`src/hw/dma_engine_consts.vh`:
```
// Register indices, field positions and reset values of the four-channel DMA engine
`ifndef DMA_ENGINE_CONSTS_VH
`define DMA_ENGINE_CONSTS_VH

// --------------------------------------------------
// Register indices inside one channel block
// --------------------------------------------------
`define OFS_A_CNT 5'h00
`define OFS_A_RLD 5'h04
`define OFS_B_CNT 5'h08
`define OFS_B_RLD 5'h0c
`define OFS_LEN_CNT 5'h10
`define OFS_LEN_RLD 5'h14
`define OFS_CTL 5'h1c
`define OFS_STAT 5'h1e

// --------------------------------------------------
// Channel control field positions
// --------------------------------------------------
`define CTL_CHANNEL_ENABLE 0
`define CTL_ETC 1
`define CTL_OVERRUN_IRQ_ENABLE 2
`define CTL_TCS 3
`define CTL_IND 4
`define CTL_DIR 5
`define CTL_OT 6
`define CTL_BPC 7
`define CTL_SOFT_REQUEST 8
`define CTL_ADA 9
`define CTL_DEVICE_A_STEP_SIZE 10
`define CTL_ADB 12
`define CTL_DEVICE_B_STEP_SIZE 13
`define CTL_MASK 16'h7fff

// --------------------------------------------------
// Channel status field positions
// --------------------------------------------------
`define ST_CHANNEL_ACTIVE_FLAG 0
`define ST_TC 1
`define ST_OVR 2
`define ST_VLD 3

// --------------------------------------------------
// Reset values and special counts
// --------------------------------------------------
`define RST_ADDR 24'h000000
`define RST_HALF 16'h0000
`define LEN_ZERO_DEC 16'hfffe

`endif

```
`src/hw/dma_engine.v`:
```
// Four-channel DMA transfer engine with Avalon-MM register slave and CPU bus master
//
// The Avalon-MM interface to the registers and the register addresses were left to the implementer.
`timescale 1ns/1ps
`include "dma_engine_consts.vh"

module dma_engine #(
   parameter NCH = 4
) (
   input wire CLK,
   input wire RESET_N,
   input wire [6:0] AVS_ADDRESS,
   input wire AVS_READ,
   input wire AVS_WRITE,
   input wire [31:0] AVS_WRITEDATA,
   input wire [3:0] AVS_BYTEENABLE,
   output reg [31:0] AVS_READDATA,
   output wire AVS_WAITREQUEST,
   output wire BUS_REQUEST,
   input wire BUS_GRANT,
   output wire [23:0] M_ADDRESS,
   output wire M_READ,
   output wire M_WRITE,
   output wire M_WORD,
   output wire [15:0] M_WRITEDATA,
   input wire [15:0] M_READDATA,
   input wire M_WAIT,
   input wire [NCH-1:0] CHANNEL_REQUEST_LINE,
   output wire [NCH-1:0] CHANNEL_ACK,
   input wire FREEZE,
   output wire [NCH-1:0] IRQ
);

// --------------------------------------------------
// Engine states
// --------------------------------------------------
localparam [1:0] S_IDLE = 2'h0;
localparam [1:0] S_REQ = 2'h1;
localparam [1:0] S_RD = 2'h2;
localparam [1:0] S_WR = 2'h3;

// --------------------------------------------------
// Helpers
// --------------------------------------------------
// Byte-lane merge of a write into the old word
function [31:0] merge;
   input [31:0] old;
   input [31:0] dat;
   input [3:0] be;
   integer i;
   begin
      merge = old;
      for (i = 0; i < 4; i = i + 1)
      begin
         if (be[i])
            merge[i*8 +: 8] = dat[i*8 +: 8];
      end
   end
endfunction

// Address step
function [23:0] step;
   input [23:0] a;
   input [1:0] code;
   begin
      case (code)
         2'h0: step = a + 24'h000001;
         2'h1: step = a + 24'h000002;
         2'h2: step = a - 24'h000001;
         default: step = a - 24'h000002;
      endcase
   end
endfunction

// --------------------------------------------------
// Declarations
// --------------------------------------------------
reg [1:0] state_reg;
reg [1:0] ch_reg;
reg [15:0] hold_reg;
reg ack_reg;
reg [31:0] rd_val;
reg [1:0] pick;
wire [23:0] a_w [0:NCH-1], ar_w [0:NCH-1], b_w [0:NCH-1], br_w [0:NCH-1];
wire [15:0] l_w [0:NCH-1], lr_w [0:NCH-1], c_w [0:NCH-1];
wire [3:0] s_w [0:NCH-1];
wire [NCH-1:0] want;
wire [NCH-1:0] term;
wire [1:0] ach;
wire [4:0] rsel;
wire [31:0] wm;
wire [3:0] w1c;
wire [15:0] cur_ctl;
wire bus_wr, cur_ind, cur_dir, any_want, done, cont;

// --------------------------------------------------
// Avalon-MM slave
// --------------------------------------------------
// One wait cycle per access so read data comes from a flop
assign ach = AVS_ADDRESS[6:5];
assign rsel = AVS_ADDRESS[4:0];
assign AVS_WAITREQUEST = (AVS_READ | AVS_WRITE) & ~ack_reg;
assign bus_wr = AVS_WRITE & ack_reg;
assign wm = merge(rd_val, AVS_WRITEDATA, AVS_BYTEENABLE);
// Status is write-one-to-clear, so no merge with old bits
assign w1c = AVS_WRITEDATA[3:0] & {4{AVS_BYTEENABLE[0]}};

// Read mux; unmapped indices read zero
always @*
begin
   rd_val = 32'h00000000;
   case (rsel)
      `OFS_A_CNT: rd_val = {8'h00, a_w[ach]};
      `OFS_A_RLD: rd_val = {8'h00, ar_w[ach]};
      `OFS_B_CNT: rd_val = {8'h00, b_w[ach]};
      `OFS_B_RLD: rd_val = {8'h00, br_w[ach]};
      `OFS_LEN_CNT: rd_val = {16'h0000, l_w[ach]};
      `OFS_LEN_RLD: rd_val = {16'h0000, lr_w[ach]};
      `OFS_CTL: rd_val = {16'h0000, c_w[ach]};
      `OFS_STAT: rd_val = {28'h0000000, s_w[ach]};
      default: rd_val = 32'h00000000;
   endcase
end

// Acknowledge and read data flops
always @(posedge CLK or negedge RESET_N)
begin
   if (!RESET_N)
   begin
      ack_reg <= 1'b0;
      AVS_READDATA <= 32'h00000000;
   end
   else
   begin
      ack_reg <= (AVS_READ | AVS_WRITE) & ~ack_reg;
      if (AVS_READ & ~ack_reg)
         AVS_READDATA <= rd_val;
   end
end

// --------------------------------------------------
// Channels
// --------------------------------------------------
genvar n;
generate
   for (n = 0; n < NCH; n = n + 1)
   begin : chan
      localparam [1:0] IDX = n;
      reg [23:0] a_cnt_reg, a_rld_reg, b_cnt_reg, b_rld_reg;
      reg [15:0] len_cnt_reg, len_rld_reg, ctl_reg;
      reg channel_active_flag_reg, tc_reg, ovr_reg, vld_reg, irq_reg;
      wire wr, mine, ind;
      wire [15:0] dec;

      assign wr = bus_wr & (ach == IDX);
      assign mine = done & (ch_reg == IDX);
      assign ind = ctl_reg[`CTL_IND];
      // Zero length counts as 65535 items
      assign dec = (len_cnt_reg == 16'h0000) ? `LEN_ZERO_DEC : len_cnt_reg - 16'h0001;
      assign term[n] = (dec == 16'h0000);
      // Request from line or software bit, only while enabled and active
      assign want[n] = ctl_reg[`CTL_CHANNEL_ENABLE] & channel_active_flag_reg &
                       (CHANNEL_REQUEST_LINE[n] | ctl_reg[`CTL_SOFT_REQUEST]);
      assign a_w[n] = a_cnt_reg;
      assign ar_w[n] = a_rld_reg;
      assign b_w[n] = b_cnt_reg;
      assign br_w[n] = b_rld_reg;
      assign l_w[n] = len_cnt_reg;
      assign lr_w[n] = len_rld_reg;
      assign c_w[n] = ctl_reg;
      assign s_w[n] = {vld_reg, ovr_reg, tc_reg, channel_active_flag_reg};
      assign IRQ[n] = irq_reg;

      // Software writes first, engine updates after so hardware sets win
      always @(posedge CLK or negedge RESET_N)
      begin
         if (!RESET_N)
         begin
            a_cnt_reg <= `RST_ADDR;
            a_rld_reg <= `RST_ADDR;
            b_cnt_reg <= `RST_ADDR;
            b_rld_reg <= `RST_ADDR;
            len_cnt_reg <= `RST_HALF;
            len_rld_reg <= `RST_HALF;
            ctl_reg <= `RST_HALF;
            channel_active_flag_reg <= 1'b0;
            tc_reg <= 1'b0;
            ovr_reg <= 1'b0;
            vld_reg <= 1'b0;
            irq_reg <= 1'b0;
         end
         else
         begin
            if (wr & (rsel == `OFS_A_CNT))
               a_cnt_reg <= wm[23:0];
            if (wr & (rsel == `OFS_A_RLD))
               a_rld_reg <= wm[23:0];
            if (wr & (rsel == `OFS_B_CNT))
               b_cnt_reg <= wm[23:0];
            if (wr & (rsel == `OFS_B_RLD))
               b_rld_reg <= wm[23:0];
            if (wr & (rsel == `OFS_LEN_CNT))
               len_cnt_reg <= wm[15:0];
            if (wr & (rsel == `OFS_LEN_RLD))
               len_rld_reg <= wm[15:0];
            // A written enable of 1 restarts the channel even if already set
            if (wr & (rsel == `OFS_CTL))
            begin
               ctl_reg <= wm[15:0] & `CTL_MASK;
               channel_active_flag_reg <= wm[`CTL_CHANNEL_ENABLE];
            end
            if (wr & (rsel == `OFS_STAT))
            begin
               tc_reg <= tc_reg & ~w1c[`ST_TC];
               ovr_reg <= ovr_reg & ~w1c[`ST_OVR];
               vld_reg <= vld_reg & ~w1c[`ST_VLD];
            end
            // Item finished on this channel
            if (mine)
            begin
               len_cnt_reg <= dec;
               if (ctl_reg[`CTL_ADA])
                  a_cnt_reg <= step(a_cnt_reg, ctl_reg[`CTL_DEVICE_A_STEP_SIZE+1:`CTL_DEVICE_A_STEP_SIZE]);
               if (ind & ctl_reg[`CTL_ADB])
                  b_cnt_reg <= step(b_cnt_reg, ctl_reg[`CTL_DEVICE_B_STEP_SIZE+1:`CTL_DEVICE_B_STEP_SIZE]);
               if (term[n])
               begin
                  if (ctl_reg[`CTL_OT])
                  begin
                     // Auto-initialize keeps going
                     a_cnt_reg <= a_rld_reg;
                     len_cnt_reg <= len_rld_reg;
                     if (ind)
                        b_cnt_reg <= b_rld_reg;
                     if (tc_reg)
                        ovr_reg <= 1'b1;
                     else
                        tc_reg <= 1'b1;
                  end
                  else if (vld_reg)
                  begin
                     a_cnt_reg <= a_rld_reg;
                     len_cnt_reg <= len_rld_reg;
                     if (ind)
                        b_cnt_reg <= b_rld_reg;
                     vld_reg <= 1'b0;
                     tc_reg <= 1'b1;
                  end
                  else
                  begin
                     tc_reg <= 1'b1;
                     ovr_reg <= 1'b1;
                     channel_active_flag_reg <= 1'b0;
                  end
               end
            end
            // Reload length write marks next block valid, winning over a clear
            if (wr & (rsel == `OFS_LEN_RLD))
               vld_reg <= 1'b1;
            // Level interrupt from flags and enables
            irq_reg <= (tc_reg & ctl_reg[`CTL_ETC]) | (ovr_reg & ctl_reg[`CTL_OVERRUN_IRQ_ENABLE]);
         end
      end
   end
endgenerate

// --------------------------------------------------
// Arbitration
// --------------------------------------------------
assign any_want = |want;

// Lowest channel number wins
always @*
begin
   pick = want[0] ? 2'h0 : want[1] ? 2'h1 : want[2] ? 2'h2 : 2'h3;
end

// --------------------------------------------------
// Transfer sequencer
// --------------------------------------------------
assign cur_ctl = c_w[ch_reg];
assign cur_ind = cur_ctl[`CTL_IND];
assign cur_dir = cur_ctl[`CTL_DIR];
// An item ends on the last bus cycle it needs
assign done = ((state_reg == S_RD) & ~cur_ind & ~M_WAIT) |
              ((state_reg == S_WR) & ~M_WAIT);
// Burst only while requested; a block end always returns the bus
assign cont = cur_ctl[`CTL_BPC] & want[ch_reg] & ~term[ch_reg] & ~FREEZE;

// An item already on the bus completes; freeze blocks the next one
always @(posedge CLK or negedge RESET_N)
begin
   if (!RESET_N)
   begin
      state_reg <= S_IDLE;
      ch_reg <= 2'h0;
      hold_reg <= 16'h0000;
   end
   else
   begin
      case (state_reg)
         S_IDLE:
         begin
            if (~FREEZE & any_want)
            begin
               state_reg <= S_REQ;
               ch_reg <= pick;
            end
         end
         S_REQ:
         begin
            if (FREEZE | ~any_want)
               state_reg <= S_IDLE;
            else
            begin
               // Re-chosen every clock, so the last pick sits one clock before T1
               ch_reg <= pick;
               if (BUS_GRANT)
                  state_reg <= S_RD;
            end
         end
         S_RD:
         begin
            if (~M_WAIT)
            begin
               if (cur_ind)
               begin
                  hold_reg <= M_READDATA;
                  state_reg <= S_WR;
               end
               else if (cont)
                  state_reg <= S_RD;
               else
                  state_reg <= S_IDLE;
            end
         end
         S_WR:
         begin
            if (~M_WAIT)
               state_reg <= cont ? S_RD : S_IDLE;
         end
         default: state_reg <= S_IDLE;
      endcase
   end
end

// --------------------------------------------------
// Bus master outputs
// --------------------------------------------------
// Direct cycles use counter A only; indirect picks by direction
assign M_ADDRESS = (state_reg == S_WR) ? (cur_dir ? a_w[ch_reg] : b_w[ch_reg]) :
                   (cur_ind & cur_dir) ? b_w[ch_reg] : a_w[ch_reg];
assign M_READ = (state_reg == S_RD) & (cur_ind | ~cur_dir);
assign M_WRITE = (state_reg == S_WR) | ((state_reg == S_RD) & ~cur_ind & cur_dir);
assign M_WORD = (state_reg[1]) & cur_ctl[`CTL_TCS];
// Direct data flows between devices; only indirect drives held data
assign M_WRITEDATA = (state_reg == S_WR) ? hold_reg : 16'h0000;
assign BUS_REQUEST = (state_reg != S_IDLE);

// Acknowledge the serviced channel during its bus cycles
generate
   for (n = 0; n < NCH; n = n + 1)
   begin : ackgen
      localparam [1:0] IDX = n;
      assign CHANNEL_ACK[n] = state_reg[1] & (ch_reg == IDX);
   end
endgenerate

endmodule // dma_engine

```
`config.mk`:
```
export PLATFORM = sky130hd
export DESIGN_NAME = dma_engine
export DESIGN_NICKNAME = d
export VERILOG_FILES = /design/src/hw/dma_engine.v
export VERILOG_INCLUDE_DIRS = /design/src /design/src/hw
export SDC_FILE = /design/constraint.sdc
export NUM_CORES = 2
export LEC_CHECK = 0
export BUFFER_PORTS_ARGS = -buffer_cell sky130_fd_sc_hd__clkbuf_2
export CORE_MARGIN = 1
export CORE_UTILIZATION = 35
export DETAILED_ROUTE_END_ITERATION = 16
export SETUP_SLACK_MARGIN = 0.15
export SLEW_MARGIN = 30
export SYNTH_ARGS = -nofsm -noshare
export SYNTH_HDL_FRONTEND = slang
export SYNTH_SLANG_ARGS = --single-unit
```
`constraint.sdc`:
```
create_clock -name CLK -period 11 [get_ports CLK]
set_clock_uncertainty 0.15 [all_clocks]
set_input_delay 2.2 -clock CLK [delete_from_list [all_inputs] [get_ports CLK]]
set_output_delay 2.2 -clock CLK [all_outputs]
set_load 0.005 [all_outputs]
```
* Word-level counts from Yosys, hierarchy flattened *
Index checks and enable logic that the tools add are counted.

storage, ports and cells
  input port bits = 70
  output and inout port bits = 85
  logic and storage cells = 506
  register bits = 645

cells by class
  reduce and logical (&&, ||, !) cells = 30
  $add $sub $neg = 36
  eq/ne operators = 37
  multiplexer cells = 231
  bitwise operators = 116
  $lt $le $gt $ge = 3

operators with widths
  operator                                                                count
  24-bit 2-to-1 mux                                                       67
  24-bit case mux with 3 select lines                                     8
  16-bit 2-to-1 mux                                                       31
  24-bit binary-select mux with 2-bit select                              6
  24-bit by 1-bit adder with 24-bit output (second input constant)        8
  24-bit by 2-bit adder with 24-bit output (second input constant)        8
  24-bit case mux with 8 select lines                                     1
  24-bit by 1-bit subtractor with 24-bit output (second input constant)   8
  24-bit by 2-bit subtractor with 24-bit output (second input constant)   8
  16-bit binary-select mux with 2-bit select                              4
  16-bit logical NOT                                                      8
  1-bit 2-to-1 mux                                                        91
  1-bit AND                                                               90
  16-bit by 1-bit subtractor with 16-bit output (second input constant)   4
  8-bit 2-to-1 mux                                                        5
  2-bit equality test (second input constant)                             14
  2-bit by 1-bit equality test with 1-bit output (second input constant)  11
  2-bit logical NOT                                                       11
  2-bit 2-to-1 mux                                                        11
  5-bit equality test (second input constant)                             4
  1-bit OR                                                                13
  2-bit nonzero test                                                      6
  5-bit by 4-bit equality test with 1-bit output (second input constant)  2
  1-bit NOT                                                               10
  16 further kinds                                                        24

* Logic depth before layout (Yosys ltp) *
  word-level depth = 13
  mapped depth = 16
  mapped depth without buffers = 14

* Worst setup path before layout *
No wires, ideal clock.

  path type = in2reg
  from = in AVS_ADDRESS[5]
  to = reg chan[1].a_cnt_reg[4]
  library setup time = 0.138 ns
  stages on the path = 14
  setup slack = 5.807 ns
  arrival time = 4.905 ns
  data required time = 10.712 ns
  buffers on the path = 5
  path through = buf_2 -> buf_6 -> buf_2 -> buf_2 -> mux4_2 -> nand2_1 -> a21oi_1 -> a211oi_1 -> o21ai_1 -> mux2i_1 -> buf_2 -> nor2_1 -> a21oi_1 -> o22ai_1

on the way
  longest elaborated chain between the ends = 12
  elaborated cells between the ends (all ways) = 33
  classes of those cells = 1 x eq/ne; 29 x mux; 3 x bitwise

RTL lines
  element                                                                       line              RTL
  from (decl)                                                                   dma_engine.v:12   input wire [6:0] AVS_ADDRESS,
  2-bit NOT with 3-bit output (implied by the code)                             n/a
  16-bit binary-select mux with 2-bit select (tied with other cells)            dma_engine.v:119  `OFS_CTL: rd_val = {16'h0000, c_w[ach]};
  16-bit 2-to-1 mux (implied by the code) (tied with other cells) (2 in a row)  dma_engine.v:119
  24-bit case mux with 8 select lines                                           dma_engine.v:112  case (rsel)
  8-bit 2-to-1 mux                                                              dma_engine.v:55   if (be[i])
  24-bit 2-to-1 mux *                                                           dma_engine.v:194  if (wr & (rsel == `OFS_A_CNT))
  24-bit 2-to-1 mux                                                             dma_engine.v:222  if (ctl_reg[`CTL_ADA])
  24-bit 2-to-1 mux                                                             dma_engine.v:240  else if (vld_reg)
  24-bit 2-to-1 mux                                                             dma_engine.v:228  if (ctl_reg[`CTL_OT])
  24-bit 2-to-1 mux                                                             dma_engine.v:226  if (term[n])
  24-bit 2-to-1 mux *                                                           dma_engine.v:219  if (mine)
  to (signal assigned)                                                          dma_engine.v:223  a_cnt_reg <= step(a_cnt_reg, ctl_reg[`CTL_DEVICE_A_STEP_SIZE+1:`CTL_DEVICE_A_STEP_SIZE]);
  to (signal assigned)                                                          dma_engine.v:231  a_cnt_reg <= a_rld_reg;
  to (signal assigned)                                                          dma_engine.v:242  a_cnt_reg <= a_rld_reg;
  to (decl)                                                                     dma_engine.v:149  reg [23:0] a_cnt_reg, a_rld_reg, b_cnt_reg, b_rld_reg;

Mark *: on every way between the ends. The rest lies on a longest branch, timed or not. The select of a mux whose other input is x is not followed.
A chain may end at the register's enable or synchronous reset.

* Worst setup path in the final report *
  from = reg ch_reg[0]
  to = out M_ADDRESS[3]

on the way
  longest elaborated chain between the ends = 7
  elaborated cells between the ends (all ways) = 14
  classes of those cells = 12 x mux; 2 x bitwise

RTL lines
  element                                              line                                                  RTL
  from (decl)                                          dma_engine.v:79                                       reg [1:0] ch_reg;
  from (signal assigned)                               dma_engine.v:307                                      ch_reg <= pick;
  from (signal assigned)                               dma_engine.v:317                                      ch_reg <= pick;
  2-bit NOT with 3-bit output (implied by the code) *  dma_engine.v:281, dma_engine.v:351, dma_engine.v:352
  16-bit binary-select mux with 2-bit select           dma_engine.v:281                                      assign cur_ctl = c_w[ch_reg];
  8-bit 2-to-1 mux (implied by the code) (2 in a row)  dma_engine.v:281
  1-bit AND                                            dma_engine.v:352                                      (cur_ind & cur_dir) ? b_w[ch_reg] : a_w[ch_reg];
  24-bit 2-to-1 mux                                    dma_engine.v:352
  24-bit 2-to-1 mux *                                  dma_engine.v:351                                      assign M_ADDRESS = (state_reg == S_WR) ? (cur_dir ? a_w[ch_reg] : b_w[ch_reg]) :
  to (decl)                                            dma_engine.v:21                                       output wire [23:0] M_ADDRESS,

Marks and branches as above.

==> metrics.txt <==
initial antenna violation count=10; Reg clk slew, reported paths=approximately 0.060 ns; vias per cell=6.11; Routed Antenna Nets=0; layout cells sized above 1=0.122; Main synth FF type=dfrtp_1; CTS tree=yes; Rel. slew slack=0.313; detailed-route wire length=~210000 um; vias=slightly above 50000; status=finished clean; fin cells=8321; RSZ-0062 raised after global routing=no; worst r2r dst=chan[1].a_cnt_reg[20]; crit-path max FO=44; worst setup path startpoint=ch_reg[0]; Initial DRT Pass Iterations=7; Reg2Reg Setup Slack=5.56 ns; Hold/Removal Path Class=flip-flop to flip-flop; actual slew at the worst max-slew pin=1.02 ns; NetSw=2.02 mW; post-route cell area=59000 um^2; Die Ht=393 um; Clock power frac=0.412; most frequent cell after synthesis=nand2_1; largest net degree at the start of global routing=between 100 and 150; # resized after CTS=0; Initial Utilization=0.352; Synth area leaders=dfrtp_1, mux4_2, ha_1; post-synthesis register bit count=637; pre-CTS WS=approximately 4.4 ns; Post-CTS Setup Bufs=0; vias in the first global route=between 40000 and 50000; placed inst area=56400 um^2; gpl congestion=1.01; kind of critical path=flip-flop to output pin; Startpoint Class=flip-flop; synthesized instance count=6273; post-synthesis cell area=~53000 um^2; CP Data Arrival Time=4.21 ns; fin. max-slew vios=0; synth unique cells=97; area delta synth->final=10.3%; fin util=0.389; Cell Pwr Density=109 nW/um^2; fill count=15400; worst skew pair latency=0.70 ns; Fin. Hold Viols=0; Final Cycle Share=0.596; maxcap violations=0; Worst setup EP type=output pin; Flop pwr share=0.390; reg2reg start=chan[1].ctl_reg[10]; hold depth=2; core footprint=roughly 150000 um^2; H-tree level count=3; Root Driver=clkbuf_16; Int Pwr=about 4.4 mW; CP required=8.65 ns; CTS Hold Buffers Added=0; hpwl dp=161000 um; leak pwr=25.8 nW; hold wc startpoint=AVS_READDATA[14]; DRC Markers=0; clock buffer depth=3; Switching Share=0.313; share of flip-flops with an asynchronous set or reset=1.00; global-route wire length before repair=311000 um; DR iter-0 viols=5829; TritonCTS Sinks=637; Die Footprint=154000 um^2; Port Buf Inserts=137; VDD IR max=109 uV; Syn Area/Cell=~8.5 um^2; Post-synth EDFFs=0; Layout Nets=around 6700; register area share after synthesis=0.298; Comb power frac=0.198; # rows=143; final worst slack=roughly 4.4 ns; hold endpoint=AVS_READDATA[14]; most frequent cells after synthesis=nand2_1, o21ai_0, dfrtp_1; All-Layer GR Usage=0.270; Overflow after GRT=0; Die Span X=approximately 390 um; Final min period=6.56 ns; R2R depth=16; Synth top area share=0.298; dpl cells=8184; FMAX=152 MHz; Boundary Pins=155; setup TNS=0 ns; Synth area leader=dfrtp_1; synth warn=0; Avg WL per Cell=25.6 um; CTS Buf Count=74; final setup fails=0
-- routing by layer --
layer,vias to the layer above,share of wire,global-route usage
li1,23200,-,-
met1,24800,0.44,0.385
met2,2437,0.42,0.392
met3,426,0.096,0.0587
met4,2,0.047,0.114
met5,-,0.000056,0
-- stage by stage --
stage | hold WS [ns] | power (mW)
2_1_floorplan | 0.309 | 3.40
3_3_place_gp | 0.314 | 3.79
3_5_place_dp | 0.320 | 3.80
4_1_cts | 0.334 | 6.45
5_1_grt | 0.364 | 6.69
6_report | 0.327 | 6.46
-- cell usage in the layout, fill, tap and decap left out, drive strengths merged, types with 52 or more instances in the layout --
master / netlist / layout
a211oi: 132 / 132
nand2: 768 / 768
o211ai: 66 / 66
nand2b: 52 / 52
inv: 107 / 113
a22oi: 59 / 59
dfrtp: 637 / 637
xor2: 117 / 117
xnor2: 212 / 212
nor2: 543 / 543
o22ai: 117 / 117
nor3: 121 / 121
mux4: 198 / 198
a31oi: 58 / 58
buf: 90 / 137
and3: 56 / 56
mux2i: 72 / 72
a21oi: 584 / 584
ha: 353 / 353
clkbuf: 306 / 235
a21o: 131 / 131
o21a: 66 / 66
nand3: 109 / 109
mux2: 61 / 61
o21ai: 705 / 705
-- kinds of logic after synthesis --
group | after synthesis | synth area share
AOI/OAI and AO/OA | 2183 | 0.248
and+or+nand+nor | 1919 | 0.163
DFF | 637 | 0.298
buffers and inverters | 504 | 0.0385
adders and majority gates | 369 | 0.0886
muxes | 331 | 0.110
xor gates and xnor gates | 329 | 0.0539
other | 1 | 0.0000702
-- critical path, cell delays in order, from the launching register on --
cell and delay, ns:
dfrtp_4 0.71, buf_4 0.75, mux4_2 0.70, nand3_1 0.11, o21a_1 0.13, buf_4 0.38, mux2_2 0.51, clkbuf_2 0.16
-- power groups by stage --
stage	combinational (mW)	clock [mW]	sequential [mW]
after floorplan	0.904	0	2.50
after global placement	1.23	0	2.55
after detailed placement	1.25	0	2.55
after CTS	1.26	2.68	2.51
after global routing	1.40	2.77	2.52
final	1.28	2.66	2.51
-- how the worst max path moves through the flow --
stage / cells after the start / slack (ns) / endpoint
after floorplan: 14 / 5.81 / chan[1].a_cnt_reg[4]
after global placement: 12 / 4.49 / chan[2].a_cnt_reg[12]
after detailed placement: 12 / 4.42 / chan[2].a_cnt_reg[12]
after CTS: 7 / 4.42 / M_ADDRESS[3]
after global routing: 7 / 4.30 / M_ADDRESS[3]
final: 7 / 4.44 / M_ADDRESS[3]
-- cell type report --
type | count | area [um^2] | area share
Clock inverter | 34 | 417 | 0.00706
Tap cell | 2030 | 2540 | 0.0431
Clock buffer | 100 | 2110 | 0.0358
Antenna cell | 1 | 2.50 | 0.0000424
Inverter | 108 | 405 | 0.00687
Sequential cell | 637 | 16000 | 0.270
Multi-Input combinational cell | 5139 | 35800 | 0.606
Timing Repair Buffer | 272 | 1790 | 0.0304
Power figures use the tool's default switching activity.
